`src/core/eid_pkg.sv`:
```
// eid_pkg: constants, config carriers and helpers for the edge/debounce
// block; assumes one 125 MHz clock and no register bus.
package eid_pkg;
  localparam int          NPIN      = 8;    // external irq pins
  localparam int          NALL      = 9;    // pins plus the nmi pin
  localparam int          CNT_W     = 4;    // transition counter width
  localparam int          PSC_W     = 3;    // prescaler select width
  localparam int          TCK_W     = 8;    // tick divider width
  localparam logic [1:0]  SLOW_LAST = 2'h3; // slow controller clock 1/4
  localparam logic [3:0]  THR_LO    = 4'h4; // short transition count
  localparam logic [3:0]  THR_HI    = 4'h8; // long transition count
  localparam logic        LVL_RST   = 1'h0; // valid level after reset

  // edge sense encodings of a pin
  typedef enum logic [2:0] {
    SNS_NONE = 3'h0,
    SNS_RISE = 3'h1,
    SNS_FALL = 3'h2,
    SNS_BOTH = 3'h3,
    SNS_HIGH = 3'h4,
    SNS_LOW  = 3'h5
  } eid_sense_t;

  // per-pin configuration
  typedef struct packed {
    eid_sense_t sense;   // edge_sense_select
    logic       deb_req; // debouncer requested
    logic       filt_req;// majority_filter_enable
  } eid_pin_cfg_t;

  // debounce prescaler configuration
  typedef struct packed {
    logic             tick_on;   // bounce_eval_on_tick
    logic             count_sel; // debounce_count_select
    logic [PSC_W-1:0] presc;     // tick period select
  } eid_dpr_cfg_t;

  // does the pin event match the configured sense
  function automatic logic sense_hit(eid_sense_t s, logic edg, logic lvl);
    unique case (s)
      SNS_RISE: sense_hit = edg & lvl;
      SNS_FALL: sense_hit = edg & ~lvl;
      SNS_BOTH: sense_hit = edg;
      SNS_HIGH: sense_hit = lvl;
      SNS_LOW:  sense_hit = ~lvl;
      default:  sense_hit = 1'b0;
    endcase
  endfunction

  // sense settings that allow the debouncer
  function automatic logic is_edge_sense(eid_sense_t s);
    is_edge_sense = (s == SNS_RISE) | (s == SNS_FALL) | (s == SNS_BOTH);
  endfunction

  // transition count threshold
  function automatic logic [3:0] thr_of(logic asy, logic sel);
    thr_of = (!asy && sel) ? THR_HI : THR_LO;
  endfunction

  // majority of three samples
  function automatic logic maj3(logic [2:0] h);
    maj3 = (h[0] & h[1]) | (h[1] & h[2]) | (h[0] & h[2]);
  endfunction
endpackage

```
`src/core/eid_tick_gen.sv`:
```
// eid_tick_gen: divides the controller clock enable into the slow
// debounce tick; assumes step_i is a one-cycle enable on clk_i.
`timescale 1ns/1ns
module eid_tick_gen (
  input  wire logic                      clk_i,
  input  wire logic                      sys_rst_i,
  input  wire logic                      step_i,
  input  wire logic [eid_pkg::PSC_W-1:0] presc_i,
  output logic                           tick_o
);
  logic [eid_pkg::TCK_W-1:0] cnt_r;   // steps since last tick
  logic [eid_pkg::TCK_W-1:0] cnt_nxt;
  logic [eid_pkg::TCK_W-1:0] lim;     // last count of a period
  logic                      tick_r;
  logic                      tick_nxt;

  // period of 2^(presc+1) controller clocks
  always_comb begin
    lim      = eid_pkg::TCK_W'((9'h002 << presc_i) - 9'h001);
    cnt_nxt  = cnt_r;
    tick_nxt = 1'b0;
    if (step_i) begin
      if (cnt_r >= lim) begin // also catches a shrunk period
        cnt_nxt  = '0;
        tick_nxt = 1'b1;
      end else begin
        cnt_nxt = cnt_r + 1'b1;
      end
    end
  end

  // register only
  always_ff @(posedge clk_i or posedge sys_rst_i) begin
    if (sys_rst_i) begin
      cnt_r  <= '0;
      tick_r <= 1'b0;
    end else begin
      cnt_r  <= cnt_nxt;
      tick_r <= tick_nxt;
    end
  end

  assign tick_o = tick_r;
endmodule // eid_tick_gen

```
`src/core/eid_debounce.sv`:
```
// eid_debounce: one pin's debouncer with valid level and counter;
// assumes pin_i already synchronised and strobes on clk_i.
`timescale 1ns/1ns
module eid_debounce (
  input  wire logic clk_i,
  input  wire logic sys_rst_i,
  input  wire logic en_i,        // debouncing active on this pin
  input  wire logic smp_i,       // sample strobe: controller clock, or every clock if async
  input  wire logic tick_i,      // slow debounce tick
  input  wire logic pin_i,       // synchronised pin
  input  wire logic async_i,     // async_mode_select of the pin
  input  wire logic count_sel_i, // debounce_count_select
  input  wire logic tick_on_i,   // bounce_eval_on_tick
  output logic      level_o,     // valid level
  output logic      accept_o     // pulse with each threshold flip of the level
);
  logic                      smp_r, smp_nxt;     // latest sample
  logic                      val_r, val_nxt;     // valid level
  logic [eid_pkg::CNT_W-1:0] cnt_r, cnt_nxt;     // transitions
  logic                      acc_r, acc_nxt;
  logic                      trans, bounce;
  logic [3:0]                thr;

  // sample, compare, count, flip
  always_comb begin
    thr     = eid_pkg::thr_of(async_i, count_sel_i); // RULE14
    smp_nxt = smp_i ? pin_i : smp_r; // RULE11
    trans   = tick_i & (smp_r != val_r); // RULE11
    bounce  = (tick_on_i ? tick_i : smp_i) & (smp_r == val_r); // RULE12
    cnt_nxt = cnt_r;
    val_nxt = val_r;
    acc_nxt = 1'b0;
    if (!en_i) begin
      // idle debouncer just mirrors the sample
      cnt_nxt = '0;
      val_nxt = smp_r;
    end else if (bounce) begin
      cnt_nxt = '0; // RULE13
    end else if (trans) begin
      if (cnt_r + 4'h1 >= thr) begin
        val_nxt = ~val_r; // RULE16
        cnt_nxt = '0; // RULE16
        acc_nxt = 1'b1;
      end else begin
        cnt_nxt = cnt_r + 4'h1; // RULE13
      end
    end
  end

  // register only
  always_ff @(posedge clk_i or posedge sys_rst_i) begin
    if (sys_rst_i) begin
      smp_r <= eid_pkg::LVL_RST;
      val_r <= eid_pkg::LVL_RST;
      cnt_r <= '0;
      acc_r <= 1'b0;
    end else begin
      smp_r <= smp_nxt;
      val_r <= val_nxt;
      cnt_r <= cnt_nxt;
      acc_r <= acc_nxt;
    end
  end

  assign level_o  = val_r;
  assign accept_o = acc_r;

  // a bounce clears the counter
  property p_bounce_clr;
    @(posedge clk_i) disable iff (sys_rst_i)
      (en_i && bounce) |=> (cnt_r == 4'h0);
  endproperty
  a_bounce_clr: assert property (p_bounce_clr) // RULE13
    else $error("counter not cleared by bounce");

  // a flip only after the threshold count
  property p_accept_thr;
    @(posedge clk_i) disable iff (sys_rst_i)
      acc_r |-> ($past(cnt_r) + 4'h1 == $past(thr));
  endproperty
  a_accept_thr: assert property (p_accept_thr) // RULE14
    else $error("level accepted at wrong count");

  // accept inverts the level and clears the counter
  property p_flip;
    @(posedge clk_i) disable iff (sys_rst_i)
      (en_i && !bounce && trans && cnt_r + 4'h1 >= thr)
        |=> (acc_r && val_r != $past(val_r) && cnt_r == 4'h0);
  endproperty
  a_flip: assert property (p_flip) // RULE16
    else $error("level did not flip at threshold");

  c_accept: cover property (@(posedge clk_i) disable iff (sys_rst_i)
    acc_r);
endmodule // eid_debounce

```
`src/core/eid_edge_debounce.sv`:
```
// eid_edge_debounce: edge detection and sticky flags for the external irq
// pins and the nmi pin; optional debouncing for the external irq pins only.
// assumes asynchronous pins, one 125 MHz clock, config as plain ports.
`timescale 1ns/1ns

// Notes on behaviour
// RULE1: async select 0 sync, 1 async
// RULE2: sync mode flags when sample differs previous
// RULE3: any sync pin keeps clock requested
// RULE4: async pins flag directly, no clock request
// RULE5: detection keeps running in idle, standby
// RULE6: per-pin debouncer follows pin async select
// RULE7: debouncer uses controller clock, prescaled tick
// RULE8: debounce only with rise, fall, both
// RULE9: debounce and majority filter exclusive
// RULE10: per-pin valid level tracks debounced pin
// RULE11: tick compares sample with level, counts
// RULE12: bounce checked each clock or tick
// RULE13: transition increments counter, bounce clears it
// RULE14: threshold four, or eight when selected; async pins always use four
// RULE15: debounced levels readable as status
// RULE16: threshold flips level, clears, flags matching
// RULE17: flags stay set until software clears
module eid_edge_debounce (
  input  wire logic                           clk_i,
  input  wire logic                           sys_rst_i,
  input  wire logic [eid_pkg::NPIN-1:0]       ext_irq_pin_i,
  input  wire logic                           nmi_pin_i,
  input  wire logic [eid_pkg::NPIN-1:0]       async_mode_select_i,
  input  wire logic                           nmi_async_i,
  input  wire logic                           clock_source_select_i,
  input  wire eid_pkg::eid_pin_cfg_t [eid_pkg::NPIN-1:0] pin_cfg_i,
  input  wire eid_pkg::eid_sense_t            nmi_sense_i,
  input  wire eid_pkg::eid_dpr_cfg_t          debounce_prescaler_cfg_i,
  input  wire logic [eid_pkg::NPIN-1:0]       irq_flag_clr_i,
  input  wire logic                           nmi_flag_clr_i,
  output logic [eid_pkg::NPIN-1:0]            irq_flag_register_o,
  output logic                                nonmaskable_event_flag_o,
  output logic [eid_pkg::NPIN-1:0]            debounced_level_o,
  output logic                                clk_req_o
);
  localparam int N = eid_pkg::NPIN;
  localparam int A = eid_pkg::NALL;

  // synchroniser stages, nmi at the top index
  logic [A-1:0]       sy1_r, sy1_nxt;   // first stage, read by sy2 only
  logic [A-1:0]       sy2_r, sy2_nxt;
  // controller clock divider
  logic [1:0]         div_r, div_nxt;
  logic               ctl_en;           // controller clock strobe
  // config as actually applied
  logic [N-1:0]       deb_eff;          // debouncer in use
  logic [N-1:0]       filt_eff;         // majority filter in use
  logic [A-1:0]       asy_all;          // async select incl. nmi
  // sampling
  logic [2:0]         hist_r [A];       // newest sample in bit 0
  logic [2:0]         hist_nxt [A];
  logic [A-1:0]       upd;              // sample strobe per pin
  logic [A-1:0]       vcur;             // current pin value
  logic [A-1:0]       last_r, last_nxt; // value one cycle back
  logic [A-1:0]       edg;              // value changed
  // debouncer results
  logic               tick;
  logic [N-1:0]       deb_lvl;
  logic [N-1:0]       deb_acc;
  // flags and outputs
  logic [N-1:0]       flag_r, flag_nxt;
  logic [N-1:0]       set_irq;
  logic               nmi_r, nmi_nxt;
  logic               set_nmi;
  logic               req_r, req_nxt;
  logic [N-1:0]       lvl_r, lvl_nxt;

  // two-flop synchroniser for all pins
  always_comb begin
    sy1_nxt = {nmi_pin_i, ext_irq_pin_i};
    sy2_nxt = sy1_r;
  end

  always_ff @(posedge clk_i or posedge sys_rst_i) begin
    if (sys_rst_i) begin
      sy1_r <= '0;
      sy2_r <= '0;
    end else begin
      sy1_r <= sy1_nxt;
      sy2_r <= sy2_nxt;
    end
  end

  // controller clock: full rate or the slow divided source
  always_comb begin
    div_nxt = (div_r == eid_pkg::SLOW_LAST) ? 2'h0 : div_r + 2'h1;
    ctl_en  = clock_source_select_i ? (div_r == eid_pkg::SLOW_LAST)
                                    : 1'b1;
  end

  always_ff @(posedge clk_i or posedge sys_rst_i) begin
    if (sys_rst_i) begin
      div_r <= '0;
    end else begin
      div_r <= div_nxt;
    end
  end

  // legal combinations of debouncer and filter
  always_comb begin
    asy_all = {nmi_async_i, async_mode_select_i};
    for (int i = 0; i < N; i++) begin
      deb_eff[i]  = pin_cfg_i[i].deb_req &
                    eid_pkg::is_edge_sense(pin_cfg_i[i].sense); // RULE8
      filt_eff[i] = pin_cfg_i[i].filt_req & ~deb_eff[i]; // RULE9
    end
  end

  // sample on the controller clock in sync mode, at once in async
  always_comb begin
    for (int i = 0; i < A; i++) begin
      // async pins bypass the controller clock strobe
      upd[i]      = asy_all[i] | ctl_en; // RULE1 RULE4
      hist_nxt[i] = upd[i] ? {hist_r[i][1:0], sy2_r[i]}
                           : hist_r[i]; // RULE2
      if (i < N && filt_eff[i % N]) begin
        vcur[i] = eid_pkg::maj3(hist_r[i]);
      end else begin
        vcur[i] = hist_r[i][0];
      end
    end
    last_nxt = vcur;
    edg      = vcur ^ last_r; // RULE2
  end

  always_ff @(posedge clk_i or posedge sys_rst_i) begin
    if (sys_rst_i) begin
      for (int i = 0; i < A; i++) begin
        hist_r[i] <= '0;
      end
      last_r <= '0;
    end else begin
      for (int i = 0; i < A; i++) begin
        hist_r[i] <= hist_nxt[i];
      end
      last_r <= last_nxt;
    end
  end

  // slow tick shared by all debouncers
  eid_tick_gen u_tick (
    .clk_i     (clk_i),
    .sys_rst_i (sys_rst_i),
    .step_i    (ctl_en), // RULE7
    .presc_i   (debounce_prescaler_cfg_i.presc),
    .tick_o    (tick)
  );

  // one debouncer per external pin; nmi is never debounced
  for (genvar g = 0; g < N; g++) begin : g_deb
    eid_debounce u_deb (
      .clk_i       (clk_i),
      .sys_rst_i   (sys_rst_i),
      .en_i        (deb_eff[g]),
      .smp_i       (upd[g]), // RULE6
      .tick_i      (tick),
      .pin_i       (sy2_r[g]),
      .async_i     (asy_all[g]), // RULE6
      .count_sel_i (debounce_prescaler_cfg_i.count_sel),
      .tick_on_i   (debounce_prescaler_cfg_i.tick_on),
      .level_o     (deb_lvl[g]), // RULE10
      .accept_o    (deb_acc[g])
    );
  end

  // sticky flags; nothing here is gated by sleep state
  always_comb begin
    for (int i = 0; i < N; i++) begin
      if (deb_eff[i]) begin
        // accept pulse comes with the new level already in place
        set_irq[i] = deb_acc[i] &
          eid_pkg::sense_hit(pin_cfg_i[i].sense, 1'b1, deb_lvl[i]); // RULE16
      end else begin
        set_irq[i] = eid_pkg::sense_hit(pin_cfg_i[i].sense, edg[i],
                                        vcur[i]); // RULE2 RULE4 RULE5
      end
    end
    set_nmi  = eid_pkg::sense_hit(nmi_sense_i, edg[A-1], vcur[A-1]);
    // set beats a clear in the same cycle
    flag_nxt = set_irq | (flag_r & ~irq_flag_clr_i); // RULE17
    nmi_nxt  = set_nmi | (nmi_r & ~nmi_flag_clr_i); // RULE17
  end

  always_ff @(posedge clk_i or posedge sys_rst_i) begin
    if (sys_rst_i) begin
      flag_r <= '0;
      nmi_r  <= 1'b0;
    end else begin
      flag_r <= flag_nxt;
      nmi_r  <= nmi_nxt;
    end
  end

  // clock request and readable debounced levels
  always_comb begin
    req_nxt = |(~asy_all); // RULE3 RULE4
    lvl_nxt = deb_lvl; // RULE15
  end

  always_ff @(posedge clk_i or posedge sys_rst_i) begin
    if (sys_rst_i) begin
      req_r <= 1'b0;
      lvl_r <= '0;
    end else begin
      req_r <= req_nxt;
      lvl_r <= lvl_nxt;
    end
  end

  assign irq_flag_register_o      = flag_r;
  assign nonmaskable_event_flag_o = nmi_r;
  assign debounced_level_o        = lvl_r;
  assign clk_req_o                = req_r;

  // a sync pin keeps the clock requested
  property p_clk_req;
    @(posedge clk_i) disable iff (sys_rst_i)
      (~asy_all != '0) |=> clk_req_o;
  endproperty
  a_clk_req: assert property (p_clk_req) // RULE3
    else $error("clock not requested for sync pin");

  // all async: no request for the clock
  property p_no_req;
    @(posedge clk_i) disable iff (sys_rst_i)
      (&asy_all) |=> !clk_req_o;
  endproperty
  a_no_req: assert property (p_no_req) // RULE4
    else $error("clock requested with all pins async");

  // a plain both-edge pin flags on a sample change
  property p_edge_flag;
    @(posedge clk_i) disable iff (sys_rst_i)
      (!deb_eff[3] && pin_cfg_i[3].sense == eid_pkg::SNS_BOTH && edg[3])
        |=> irq_flag_register_o[3];
  endproperty
  a_edge_flag: assert property (p_edge_flag) // RULE2
    else $error("edge did not set its flag");

  // a level-sensed pin never sees a debounced accept
  property p_deb_sense;
    @(posedge clk_i) disable iff (sys_rst_i)
      !eid_pkg::is_edge_sense(pin_cfg_i[0].sense) |=> !deb_acc[0];
  endproperty
  a_deb_sense: assert property (p_deb_sense) // RULE8
    else $error("debounce active with level sense");

  // with the debouncer on, the filter stays out of the sample path
  property p_excl;
    @(posedge clk_i) disable iff (sys_rst_i)
      deb_eff[0] |-> (vcur[0] == hist_r[0][0]);
  endproperty
  a_excl: assert property (p_excl) // RULE9
    else $error("filter and debounce both on");

  // flags hold until cleared
  property p_sticky;
    @(posedge clk_i) disable iff (sys_rst_i)
      (flag_r[0] && !irq_flag_clr_i[0]) ##1 !irq_flag_clr_i[0]
        |-> flag_r[0] [*2];
  endproperty
  a_sticky: assert property (p_sticky) // RULE17
    else $error("flag dropped without a clear");

  // the status shows the level one cycle on
  property p_lvl;
    @(posedge clk_i) disable iff (sys_rst_i)
      deb_acc[0] |=> (debounced_level_o[0] == $past(deb_lvl[0]))
                     && (debounced_level_o[0] != $past(lvl_r[0]));
  endproperty
  a_lvl: assert property (p_lvl) // RULE15
    else $error("debounced level not shown");

  // nmi edge sets its flag on the next clock
  property p_nmi_flag;
    @(posedge clk_i) disable iff (sys_rst_i)
      (nmi_sense_i == eid_pkg::SNS_BOTH && edg[A-1])
        |=> nonmaskable_event_flag_o;
  endproperty
  a_nmi_flag: assert property (p_nmi_flag) // RULE2
    else $error("nmi edge did not set its flag");

  // a sync pin samples only on the slow strobe
  property p_slow_hold;
    @(posedge clk_i) disable iff (sys_rst_i)
      (clock_source_select_i && !asy_all[A-1] && !ctl_en)
        |=> $stable(hist_r[A-1]);
  endproperty
  a_slow_hold: assert property (p_slow_hold) // RULE2
    else $error("sample moved between slow strobes");

  // a clear with no new event drops the flag
  property p_clr;
    @(posedge clk_i) disable iff (sys_rst_i)
      (irq_flag_clr_i[0] && !set_irq[0]) |=> !irq_flag_register_o[0];
  endproperty
  a_clr: assert property (p_clr) // RULE17
    else $error("flag survived a clear");

  // an async pin samples every clock, whatever the clock source
  property p_async_fast;
    @(posedge clk_i) disable iff (sys_rst_i)
      asy_all[0] |=> (hist_r[0][0] == $past(sy2_r[0]));
  endproperty
  a_async_fast: assert property (p_async_fast) // RULE4
    else $error("async pin not sampled at once");

  c_async_edge: cover property (@(posedge clk_i) disable iff (sys_rst_i)
    asy_all[0] && set_irq[0]);
  c_nmi: cover property (@(posedge clk_i) disable iff (sys_rst_i)
    set_nmi && !nmi_r);
  c_set_clr: cover property (@(posedge clk_i) disable iff (sys_rst_i)
    set_irq[0] && irq_flag_clr_i[0]);
  c_filter: cover property (@(posedge clk_i) disable iff (sys_rst_i)
    filt_eff[6] && edg[6]);
endmodule // eid_edge_debounce

```
`config.mk`:
```
export PLATFORM = sky130hd
export DESIGN_NAME = eid_edge_debounce
export DESIGN_NICKNAME = d
export VERILOG_FILES = /design/src/core/eid_pkg.sv /design/src/core/eid_tick_gen.sv /design/src/core/eid_debounce.sv /design/src/core/eid_edge_debounce.sv
export SDC_FILE = /design/constraint.sdc
export NUM_CORES = 1
export LEC_CHECK = 0
export BUFFER_PORTS_ARGS = -buffer_cell sky130_fd_sc_hd__buf_4
export CELL_PAD_IN_SITES_DETAIL_PLACEMENT = 2
export CELL_PAD_IN_SITES_GLOBAL_PLACEMENT = 2
export CORE_MARGIN = 10
export CORE_UTILIZATION = 37
export DETAILED_ROUTE_END_ITERATION = 10
export GPL_TIMING_DRIVEN = 0
export HOLD_SLACK_MARGIN = 0.02
export MAX_ROUTING_LAYER = met4
export PLACE_DENSITY = 0.83
export REMOVE_ABC_BUFFERS = 1
export SLEW_MARGIN = 40
export SYNTH_ARGS = -nofsm -noshare
export SYNTH_HDL_FRONTEND = slang
export SYNTH_SLANG_ARGS = --single-unit
```
`constraint.sdc`:
```
create_clock -name clk_i -period 6.05 [get_ports clk_i]
set_input_delay 1.21 -clock clk_i [delete_from_list [all_inputs] [get_ports clk_i]]
set_output_delay 1.21 -clock clk_i [all_outputs]
set_load 0.005 [all_outputs]
```
==> flow_metrics.tcl, run 1 <==
set metrics [dict create \
    status "finished clean" \
    crit_type "in2reg" \
    grt.overflow.total 0 \
    final.min_clock_period_ns 2.712 \
    drt-total-wl_um 20480 \
    core_sq_um 17960 \
    grt_antenna_before_repair 0 \
    busiest_layer "met2" \
    endpoint_kind "flip-flop" \
    clockRootBuffer "clkbuf_16" \
    place_area_sq_um 7740 \
    cp.arrival_ns 3.07 \
    place_ws_ns 2.952 \
    insertion_delay_ns 0.42 \
    crit_fanout 6 \
    dp_cells 983 \
    numCtsBuffers 17 \
    first_pass_iters 4 \
    synth.largest_area_cell "dfrtp_1" \
    synthArstFlopShare 1.000 \
    skew_ns 0.005077 \
    avgSynthCellArea_sq_um 10.13 \
    layout.nets 886 \
    period_share 0.4483 \
    postCtsHoldBufs 0 \
    wl_per_cell_um 20.22 \
    diodes 0 \
    final_common_cell "dfrtp_1" \
    yosysSeqAreaShare 0.4792 \
    layout-drive-gt1-share 0.2054 \
    fillCellCount 1881 \
    vias 5588 \
    gp_congestion 0.8024 \
    grt_use_total 0.1802 \
    grt_max_degree 69 \
    yosysWarnings 0 \
    postCtsResizedCells 0 \
    layout-area-overhead-vs-synth_pct 22.88 \
    timing.slew.headroom 0.5692 \
    ios 96 \
    htreeDepth 4 \
    fp.dieW_um 154.9 \
    grt_pass1_vias 6556 \
    fp-row-count 49 \
    synth_area_sq_um 6736 \
    met1_usage 0.1937 \
    io_buffers 95 \
    total_power_mw 2.356 \
    final_area_sq_um 8278 \
    grtUsageMet3 0.03557 \
    route.detailed.drc 0 \
    fmax_mhz 368.7 \
    layout.cells.most_common_list "dfrtp_1 (128), buf_4 (95), nor2_1 (77)" \
    synth_flop_cell "dfrtp_1" \
    synth_cell_types 46 \
    hold_violations 0 \
    required_ns 6.41 \
    synthTopCellsByArea "dfrtp_1 (48%), ha_1 (6.5%), mux2_2 (4.7%)" \
    fin_hold_ws_ns 0.3432 \
    post_cts_buffers 0 \
    fin_cells 1013 \
    synth_seq_cells 129 \
    final.setup.tns_ns 0 \
    dieHeight_um 154.9 \
    dieArea_sq_um 24000 \
    postRouteAntennaNets 0 \
    via_per_inst 5.516 \
    cap_violations 0 \
    report.final.slew_viol_count 0 \
    grt_pass1_wl_um 34150 \
    drt_iter0_drc 175 \
    clkTransAtPathRegs_ns 0.06 \
    setup_viol 0 \
    cts_buffer_depth 2 \
    yosysTopAreaCellShare 0.4792 \
    initial_utilization 0.3750 \
    grt_use_met2 0.3264 \
    synth_edf_count 0 \
    worst_pin_slew_ns 0.6361 \
    p_leak_nw 3.777 \
    cellPowerDensity_nw_per_um2 284.6 \
    clock-sinks 129 \
    rsz0062_at_grt "false" \
    cp-start-kind "input port" \
    dp_hpwl_um 14200 \
    worst_ir_drop_vdd_mv 0.1929 \
    utilization 0.4608 \
    setup_ws_ns 3.338 \
    syn_inst 665 \
    cts_tree "built" \
    hp-class "reg2reg" \
]
layout make-up:
type | instances | area [sq um] | share of cell area
clock inverters | 7 | 60.06 | 0.007255
repair buffers | 96 | 740.7 | 0.08948
flip-flops and latches | 129 | 3229 | 0.3901
inverters | 23 | 93.84 | 0.01134
well taps | 229 | 286.5 | 0.03461
clock buffers | 23 | 478.0 | 0.05774
multi-input cells | 506 | 3390 | 0.4095
synthesized netlist by cell type (10+ instances only):
library cell / instances
a21oi_1: 55
xor2_1: 11
nor3_1: 24
ha_1: 35
nand2b_1: 15
inv_1: 23
nand2_1: 43
nor3b_1: 19
nor2_1: 77
mux2_1: 15
dfrtp_1: 129
nor2b_1: 11
o21ai_1: 26
o21ai_0: 18
a21o_1: 10
nand3_1: 16
mux2_2: 28
xnor2_1: 19
nand3b_1: 16
final timing paths:
path,from,end,slack (ns),cells past startpoint
setup / recovery,debounce_prescaler_cfg_i[0],u_tick.cnt_r[2]$_DFFE_PP0P_,3.34,8
hold / removal,sy1_r[3]$_DFF_PP0_,sy2_r[3]$_DFF_PP0_,0.34,0
setup reg to reg,g_deb[2].u_deb.cnt_r[0]$_DFFE_PP0P_,g_deb[2].u_deb.level_o$_DFFE_PP0P_,3.79,7
hold reg to reg,sy1_r[3]$_DFF_PP0_,sy2_r[3]$_DFF_PP0_,0.34,0
max in group asynchronous,sys_rst_i,g_deb[4].u_deb.cnt_r[3]$_DFFE_PP0P_,4.52,3
min in group asynchronous,sys_rst_i,hist_r[23]$_DFFE_PP0P_,0.82,2
critical path, stage by stage:
cell	delay (ns)
buf_4	0.12
nor3_1	0.20
ha_1	0.26
a211oi_1	0.23
o21ai_1	0.13
a221o_1	0.43
nor4b_1	0.34
a21o_1	0.14
cell families after synthesis:
| kind of cell | count (synthesis) | synth area share |
|---|---|---|
| compound gates | 158 | 0.1469 |
| mux | 44 | 0.07336 |
| flops | 129 | 0.4792 |
| xor+xnor | 30 | 0.03900 |
| fa+ha+maj | 35 | 0.06501 |
| buf+inv | 30 | 0.01839 |
| simple gates | 239 | 0.1781 |
power breakdown:
group | total [mW] | internal, mW | switching [mW]
logic | 0.377 | 0.174 | 0.203
clock network | 0.965 | 0.588 | 0.377
registers | 1.01 | 0.936 | 0.0775
layer usage:
layer / wire, um / vias to the layer above
li1: - / 2608
met1: 8348 / 2870
met2: 11280 / 84
met3: 510 / 26
met4: 336 / 0
met5: 0 / -
sequential cells by signal, indices dropped and copies added (netlist names):
register / count
clk_req_o: 1
debounced_level_o: 8
div_r: 2
g_deb.u_deb.accept_o: 8
g_deb.u_deb.cnt_r: 32
g_deb.u_deb.level_o: 8
hist_r: 25
irq_flag_register_o: 8
last_r: 9
nonmaskable_event_flag_o: 1
sy1_r: 9
sy2_r: 9
u_tick.cnt_r: 8
u_tick.tick_o: 1
(Power assumes the default switching activity.)
==> inputs of run 2 (changes only) <==
--- a/config.mk
+++ b/config.mk
@@ -5,16 +5,17 @@
 export SDC_FILE = /design/constraint.sdc
 export NUM_CORES = 1
 export LEC_CHECK = 0
+export ABC_AREA = 1
 export BUFFER_PORTS_ARGS = -buffer_cell sky130_fd_sc_hd__buf_4
 export CELL_PAD_IN_SITES_DETAIL_PLACEMENT = 2
 export CELL_PAD_IN_SITES_GLOBAL_PLACEMENT = 2
 export CORE_MARGIN = 10
-export CORE_UTILIZATION = 37
+export CORE_UTILIZATION = 30
 export DETAILED_ROUTE_END_ITERATION = 10
 export GPL_TIMING_DRIVEN = 0
 export HOLD_SLACK_MARGIN = 0.02
 export MAX_ROUTING_LAYER = met4
-export PLACE_DENSITY = 0.83
+export PLACE_DENSITY = 0.77
 export REMOVE_ABC_BUFFERS = 1
 export SLEW_MARGIN = 40
 export SYNTH_ARGS = -nofsm -noshare
==> constraint.sdc (replaced) <==
create_clock -name clk_i -period 2.2 [get_ports clk_i]
set_input_delay 0.44 -clock clk_i [delete_from_list [all_inputs] [get_ports clk_i]]
set_output_delay 0.44 -clock clk_i [all_outputs]
set_load 0.005 [all_outputs]
==> run 2 against run 1 <==
  * Synthesized area is 6.8% higher
  * Utilization is 8.3 points lower
  * Setup slack worse by 3.1 ns
  * Clock skew is 0.0031 ns higher
  * Sequential power grew to 2.8 times the previous value
  * Register-to-register slack worse by 3.6 ns
  * Critical endpoint is now g_deb[0].u_deb.cnt_r[3]$_DFFE_PP0P_
  * Largest power group unchanged
  * Highest routed layer unchanged
==> flow_metrics.tcl, run 2 <==
set metrics [dict create \
    synth_top_family_by_area "simple AND/OR/NAND/NOR gates" \
    rr_worst_depth 9 \
    synthMuxAreaShare 0.002957 \
    synthArstFlopShare 1.000 \
    dieArea_sq_um 30580 \
    cellPowerDensity_nw_per_um2 755.7 \
    worst_ir_drop_vdd_mv 0.2660 \
    drt-total-wl_um 20030 \
    clkTransAtPathRegs_ns 0.06 \
    endpoint_kind "flip-flop" \
    htreeDepth 4 \
    fp.dieW_um 174.9 \
    grt_max_degree 72 \
    drt_iter0_drc 258 \
    layout-drive-gt1-share 0.1551 \
    hp-class "in2async" \
    core_sq_um 23540 \
    yosysWarnings 0 \
    cts_tree "built" \
    postRouteAntennaNets 0 \
    fmax_mhz 500.8 \
    syn_inst 939 \
    report.final.slew_viol_count 0 \
    synthTopCellsByArea "dfrtp_1 (45%), nand2_1 (14%), inv_1 (7.9%)" \
    grt_antenna_before_repair 1 \
    hold_violations 0 \
    cp_top_family "adder cells" \
    grt_use_total 0.1399 \
    cts_buffer_depth 2 \
    synth_cell_types 31 \
    gp_congestion 0.7873 \
    setup_viol 0 \
    synth_fa_ha_area_frac 0.06087 \
    layout.cells.most_common_list "nand2_1 (259), inv_1 (150), dfrtp_1 (129)" \
    ios 96 \
    largest_reg_flops 32 \
    synth_edf_count 0 \
    cap_violations 0 \
    cp.arrival_ns 2.34 \
    slowest_delay_ns 0.42 \
    clockRootBuffer "clkbuf_16" \
    reg2reg_to "g_deb[0].u_deb.cnt_r[3]$_DFFE_PP0P_" \
    grt_pass1_wl_um 34580 \
    required_ns 2.54 \
    r2r-start "g_deb[0].u_deb.cnt_r[0]$_DFFE_PP0P_" \
    numCtsBuffers 17 \
    crit_type "reg2reg" \
    vias 6447 \
    status "finished clean" \
    cp-start-kind "flip-flop" \
    synth.largest_area_cell "dfrtp_1" \
    synth_flop_cell "dfrtp_1" \
    final.min_clock_period_ns 1.997 \
    fp-row-count 56 \
    crit_fanout 4 \
    grt.overflow.total 0 \
    io_buffers 95 \
    worst_pin_slew_ns 0.7000 \
    route.detailed.drc 0 \
    path_buf_inv 1 \
    insertion_delay_ns 0.42 \
    dieHeight_um 174.9 \
    p_leak_nw 4.753 \
    wl_per_cell_um 14.47 \
    first_pass_iters 5 \
    r2r_slack_ns 0.20 \
    clock-sinks 129 \
    avgSynthCellArea_sq_um 7.662 \
    grt_pass1_vias 7228 \
    crit_slowest_cell "dfrtp_1" \
    final_common_cell "nand2_1" \
    timing.slew.headroom 0.5333 \
    yosysSeqAreaShare 0.4487 \
    synth_seq_cells 129 \
    synth_compound_area_frac 0.09339 \
    synth-simple-area-share 0.2805 \
    synth-xor-area-share 0.02800 \
    skew_ns 0.008210 \
    final.setup.tns_ns 0 \
    yosysTopAreaCellShare 0.4487 \
    layout-area-overhead-vs-synth_pct 23.69 \
    layout.nets 1164 \
    synth_area_sq_um 7194 \
    total_power_mw 6.725 \
    path_cells "ha_1 -> xor2_2 -> inv_1 -> ha_1 -> nand3_1 -> nand2_1 -> nor2_2 -> nand2_1 -> a21oi_1" \
    postCtsHoldBufs 0 \
    fillCellCount 2751 \
    dp_hpwl_um 15150 \
    synth_common_cells "nand2_1 (259), inv_1 (151), dfrtp_1 (129)" \
    regMostFlops "g_deb.u_deb.cnt_r" \
    via_per_inst 4.658 \
    initial_utilization 0.3056 \
    synth.most_common_cell "nand2_1" \
    period_share 0.9077 \
    top_regs "g_deb.u_deb.cnt_r (32), hist_r (25)" \
]
run 2: cell families (layout without fill, tap and decap cells):
family,after synthesis,after routing
and+or+nand+nor,472,472
buffers and inverters,158,283
DFF,129,129
AOI/OAI and AO/OA,120,120
adders and majority gates,35,35
xor gates and xnor gates,23,23
muxes,2,2
other,0,1
run 2: power by group:
group          switching [mW]  leakage [nW]  internal (mW)
sequential              0.204          1.62           2.58
clock                    1.17         0.270           1.59
combinational           0.705          2.87          0.477
total                    2.08          4.75           4.64
run 2: what timing repair did:
action,CTS,global route
endpoints found under the setup margin,0,3
hold endpoints to repair,0,0
resized for setup,0,2
buffers inserted,0,0
run 2: routing by layer:
metal / up-vias / global-route usage / share of wire
li1: 3197 / - / -
met1: 3165 / 0.1676 / 0.47
met2: 74 / 0.2370 / 0.50
met3: 11 / 0.02544 / 0.022
met4: 0 / 0.03815 / 0.0079
met5: - / - / 0
run 2: layout make-up:
cell class                      instances  area, sq um  share of cell area
Antenna cell                            1        2.502           0.0002812
Clock buffer                           17        425.4             0.04781
Clock inverter                         15        150.1             0.01687
Inverter                              155        591.8             0.06651
Multi-Input combinational cell        652         3361              0.3777
Sequential cell                       129         3228              0.3628
Tap cell                              319        399.1             0.04485
Timing Repair Buffer                   96        740.7             0.08324
run 2: worst max path at each step:
stage,depth (start not counted),slack (ns),endpoint,from
finish,9,0.20,g_deb[0].u_deb.cnt_r[3]$_DFFE_PP0P_,g_deb[0].u_deb.cnt_r[0]$_DFFE_PP0P_
floorplan,1,-1.68,clk_req_o$_DFF_PP0_,sys_rst_i
global route,9,-0.01,g_deb[0].u_deb.cnt_r[3]$_DFFE_PP0P_,g_deb[0].u_deb.cnt_r[0]$_DFFE_PP0P_
global placement,2,-3.52,last_r[8]$_DFF_PP0_,sys_rst_i
CTS,9,0.11,g_deb[0].u_deb.cnt_r[1]$_DFFE_PP0P_,g_deb[0].u_deb.cnt_r[0]$_DFFE_PP0P_
detailed placement,9,0.20,g_deb[0].u_deb.cnt_r[3]$_DFFE_PP0P_,async_mode_select_i[0]
run 2: metrics by stage:
| step | instance area (sq um) | util | std cells | setup slack (ns) | hold slack [ns] |
|---|---|---|---|---|---|
| floorplan | 7163 | - | 936 | -1.681 | 0.3312 |
| global placement | 8275 | 0.3515 | 1350 | -3.517 | 0.3337 |
| detailed placement | 8310 | 0.3530 | 1351 | 0.2014 | 0.3362 |
| CTS | 8886 | 0.3774 | 1383 | 0.1139 | 0.05109 |
| global route | 8899 | 0.3780 | 1384 | -0.01379 | 0.06789 |
| finish | 8899 | 0.3780 | 1384 | 0.2030 | 0.04818 |
run 2: worst reg2reg max path: cells and delay by family (launching register included):
family                   cells  cell delay [ns]
AND/OR/NAND/NOR              4             0.47
adder cells (fa/ha/maj)      2             0.57
AO/OA/AOI/OAI                1             0.14
buffers and inverters        1             0.11
XOR/XNOR                     1             0.22
flip-flops                   1             0.42
==> inputs of run 3 (changes only) <==
--- a/config.mk
+++ b/config.mk
@@ -11,6 +11,7 @@
 export CELL_PAD_IN_SITES_GLOBAL_PLACEMENT = 2
 export CORE_MARGIN = 10
 export CORE_UTILIZATION = 30
+export CTS_CLUSTER_DIAMETER = 60
 export DETAILED_ROUTE_END_ITERATION = 10
 export GPL_TIMING_DRIVEN = 0
 export HOLD_SLACK_MARGIN = 0.02
==> constraint.sdc (replaced) <==
create_clock -name clk_i -period 2.2 [get_ports clk_i]
set_input_delay 0.22 -clock clk_i [delete_from_list [all_inputs] [get_ports clk_i]]
set_output_delay 0.22 -clock clk_i [all_outputs]
set_load 0.005 [all_outputs]
==> run 3 against run 2 <==
  * Maximum frequency grew 0.12%
  * Register-to-register slack about the same
  * Highest routed layer unchanged
  * Clock skew hardly changed
  * Routed wire length is 0.83% higher
  * Worst hold slack worse by 0.013 ns
  * Largest cell class unchanged
  * Flip-flop and latch count is the same
  * Critical path depth stayed put
  * Die area unchanged
  * Non-clock buffer count is 10 higher
==> flow_metrics.tcl, run 3 (synthesis results as in run 2) <==
set metrics [dict create \
    status "finished clean" \
    via_per_inst 4.652 \
    cap_violations 0 \
    layout-area-overhead-vs-synth_pct 25.08 \
    layout.cells.most_common_list "nand2_1 (259), inv_1 (150), dfrtp_1 (129)" \
    grt_max_degree 72 \
    top_regs "g_deb.u_deb.cnt_r (32), hist_r (25)" \
    switching_share 0.3091 \
    seqPwrFrac 0.414 \
    grt_use_total 0.1411 \
    hold_violations 0 \
    endpoint_kind "flip-flop" \
    grt.overflow.total 0 \
    dieArea_sq_um 30580 \
    drt_iter0_drc 277 \
    clkTransAtPathRegs_ns 0.06 \
    initial_utilization 0.3056 \
    grt_pass1_vias 7279 \
    first_pass_iters 4 \
    cts_buffer_depth 2 \
    internal_power_mw 4.656 \
    clock-sinks 129 \
    crit_slowest_cell "dfrtp_1" \
    cellPowerDensity_nw_per_um2 748.9 \
    hp-class "in2reg" \
    skew_ns 0.007903 \
    largest_reg_flops 32 \
    gp_congestion 0.7873 \
    crit_type "reg2reg" \
    regMostFlops "g_deb.u_deb.cnt_r" \
    cp.arrival_ns 2.34 \
    wl_per_cell_um 14.49 \
    reg2reg_to "g_deb[0].u_deb.cnt_r[3]$_DFFE_PP0P_" \
    p_leak_nw 4.794 \
    htreeDepth 4 \
    layout-drive-gt1-share 0.1536 \
    final_common_cell "nand2_1" \
    clockRootBuffer "clkbuf_16" \
    dp_hpwl_um 15150 \
    setup_viol 0 \
    p_sw_mw 2.083 \
    cp-start-kind "flip-flop" \
    combPwrFrac 0.178 \
    crit_fanout 4 \
    grt_pass1_wl_um 34870 \
    worst_ir_drop_vdd_mv 0.2666 \
    timing.slew.headroom 0.5354 \
    vias 6485 \
    min-delay-start "nmi_flag_clr_i" \
    fp-row-count 56 \
    cts_tree "built" \
    final.min_clock_period_ns 1.995 \
    slowest_delay_ns 0.42 \
    dieHeight_um 174.9 \
    route.detailed.drc 0 \
    layout.nets 1174 \
    numCtsBuffers 17 \
    insertion_delay_ns 0.42 \
    core_sq_um 23540 \
    rr_worst_depth 9 \
    ios 96 \
    drt-total-wl_um 20200 \
    grt_antenna_before_repair 1 \
    io_buffers 95 \
    r2r-start "g_deb[0].u_deb.cnt_r[0]$_DFFE_PP0P_" \
    required_ns 2.55 \
    fin_hold_ws_ns 0.03530 \
    postRouteAntennaNets 0 \
    path_cells "ha_1 -> xor2_2 -> inv_1 -> ha_1 -> nand3_1 -> nand2_1 -> nor2_2 -> nand2_1 -> a21oi_1" \
    worst_pin_slew_ns 0.6969 \
    whs_endpoint "nonmaskable_event_flag_o$_DFF_PP0_" \
    fmax_mhz 501.3 \
    post_cts_buffers 0 \
    clkPwrFrac 0.409 \
    report.final.slew_viol_count 0 \
    fp.dieW_um 174.9 \
    period_share 0.9066 \
    final.setup.tns_ns 0 \
    r2r_slack_ns 0.21 \
    worst_hold_path.num_cells 2 \
]
## run 3: through the flow
stage,utilization,setup WS [ns],cells,cell area (sq um),total power [mW]
4_1_cts,0.3817,0.1139,1393,8986,6.865
6_report,0.3822,0.2054,1394,8999,6.739
2_1_floorplan,-,-1.461,936,7163,3.522
3_5_place_dp,0.3530,0.2318,1351,8310,4.043
3_3_place_gp,0.3515,-3.297,1350,8275,3.971
5_1_grt,0.3822,-0.01274,1394,8999,7.180
## run 3: what timing repair did
item,CTS,global route
setup endpoints to repair,0,3
hold endpoints to repair,67,0
gates resized for setup,0,2
hold buffers,10,0
## run 3: final cells by class
class / instances / area [sq um]
Fill cell: 2746 / 14540
Antenna cell: 1 / 2.502
Inverter: 155 / 591.8
Clock inverter: 15 / 150.1
Sequential cell: 129 / 3228
Multi-Input combinational cell: 652 / 3361
Clock buffer: 17 / 425.4
Tap cell: 319 / 399.1
Timing Repair Buffer: 106 / 840.8
## run 3: how the worst max path moves through the flow
| stage | endpoint | slack (ns) | from | cells past startpoint |
|---|---|---|---|---|
| after CTS | g_deb[0].u_deb.cnt_r[1]$_DFFE_PP0P_ | 0.11 | g_deb[0].u_deb.cnt_r[0]$_DFFE_PP0P_ | 9 |
| after global placement | last_r[8]$_DFF_PP0_ | -3.30 | sys_rst_i | 2 |
| final | g_deb[0].u_deb.cnt_r[3]$_DFFE_PP0P_ | 0.21 | g_deb[0].u_deb.cnt_r[0]$_DFFE_PP0P_ | 9 |
| after floorplan | clk_req_o$_DFF_PP0_ | -1.46 | sys_rst_i | 1 |
| after global routing | g_deb[0].u_deb.cnt_r[3]$_DFFE_PP0P_ | -0.01 | g_deb[0].u_deb.cnt_r[0]$_DFFE_PP0P_ | 9 |
| after detailed placement | g_deb[7].u_deb.cnt_r[2]$_DFFE_PP0P_ | 0.23 | u_tick.tick_o$_DFF_PP0_ | 5 |
## run 3: worst max-delay path, delay by kind of cell, from the launching register on
kind	cells	cell delay, ns
adder cells (fa/ha/maj)	2	0.57
flip-flops	1	0.42
AND/OR/NAND/NOR	4	0.46
XOR/XNOR	1	0.22
AO/OA/AOI/OAI	1	0.14
buffers and inverters	1	0.11
## run 3: power groups by stage
| stage | logic (mW) | clock network (mW) | registers, mW |
|---|---|---|---|
| floorplan | 0.751 | 0 | 2.77 |
| global placement | 1.14 | 0 | 2.83 |
| detailed placement | 1.21 | 0 | 2.84 |
| CTS | 1.23 | 2.84 | 2.79 |
| global route | 1.42 | 2.93 | 2.83 |
| finish | 1.20 | 2.76 | 2.79 |
## run 3: per-layer routing
metal  vias to the layer above  routed length (um)  global-route usage  part of all wire
met5                         -                   0                   -                 0
met4                         0                 177             0.03815            0.0088
met3                        13                 441             0.02544             0.022
met2                        72               10040              0.2397              0.50
met1                      3182                9540              0.1687              0.47
li1                       3218                   -                   -                 -
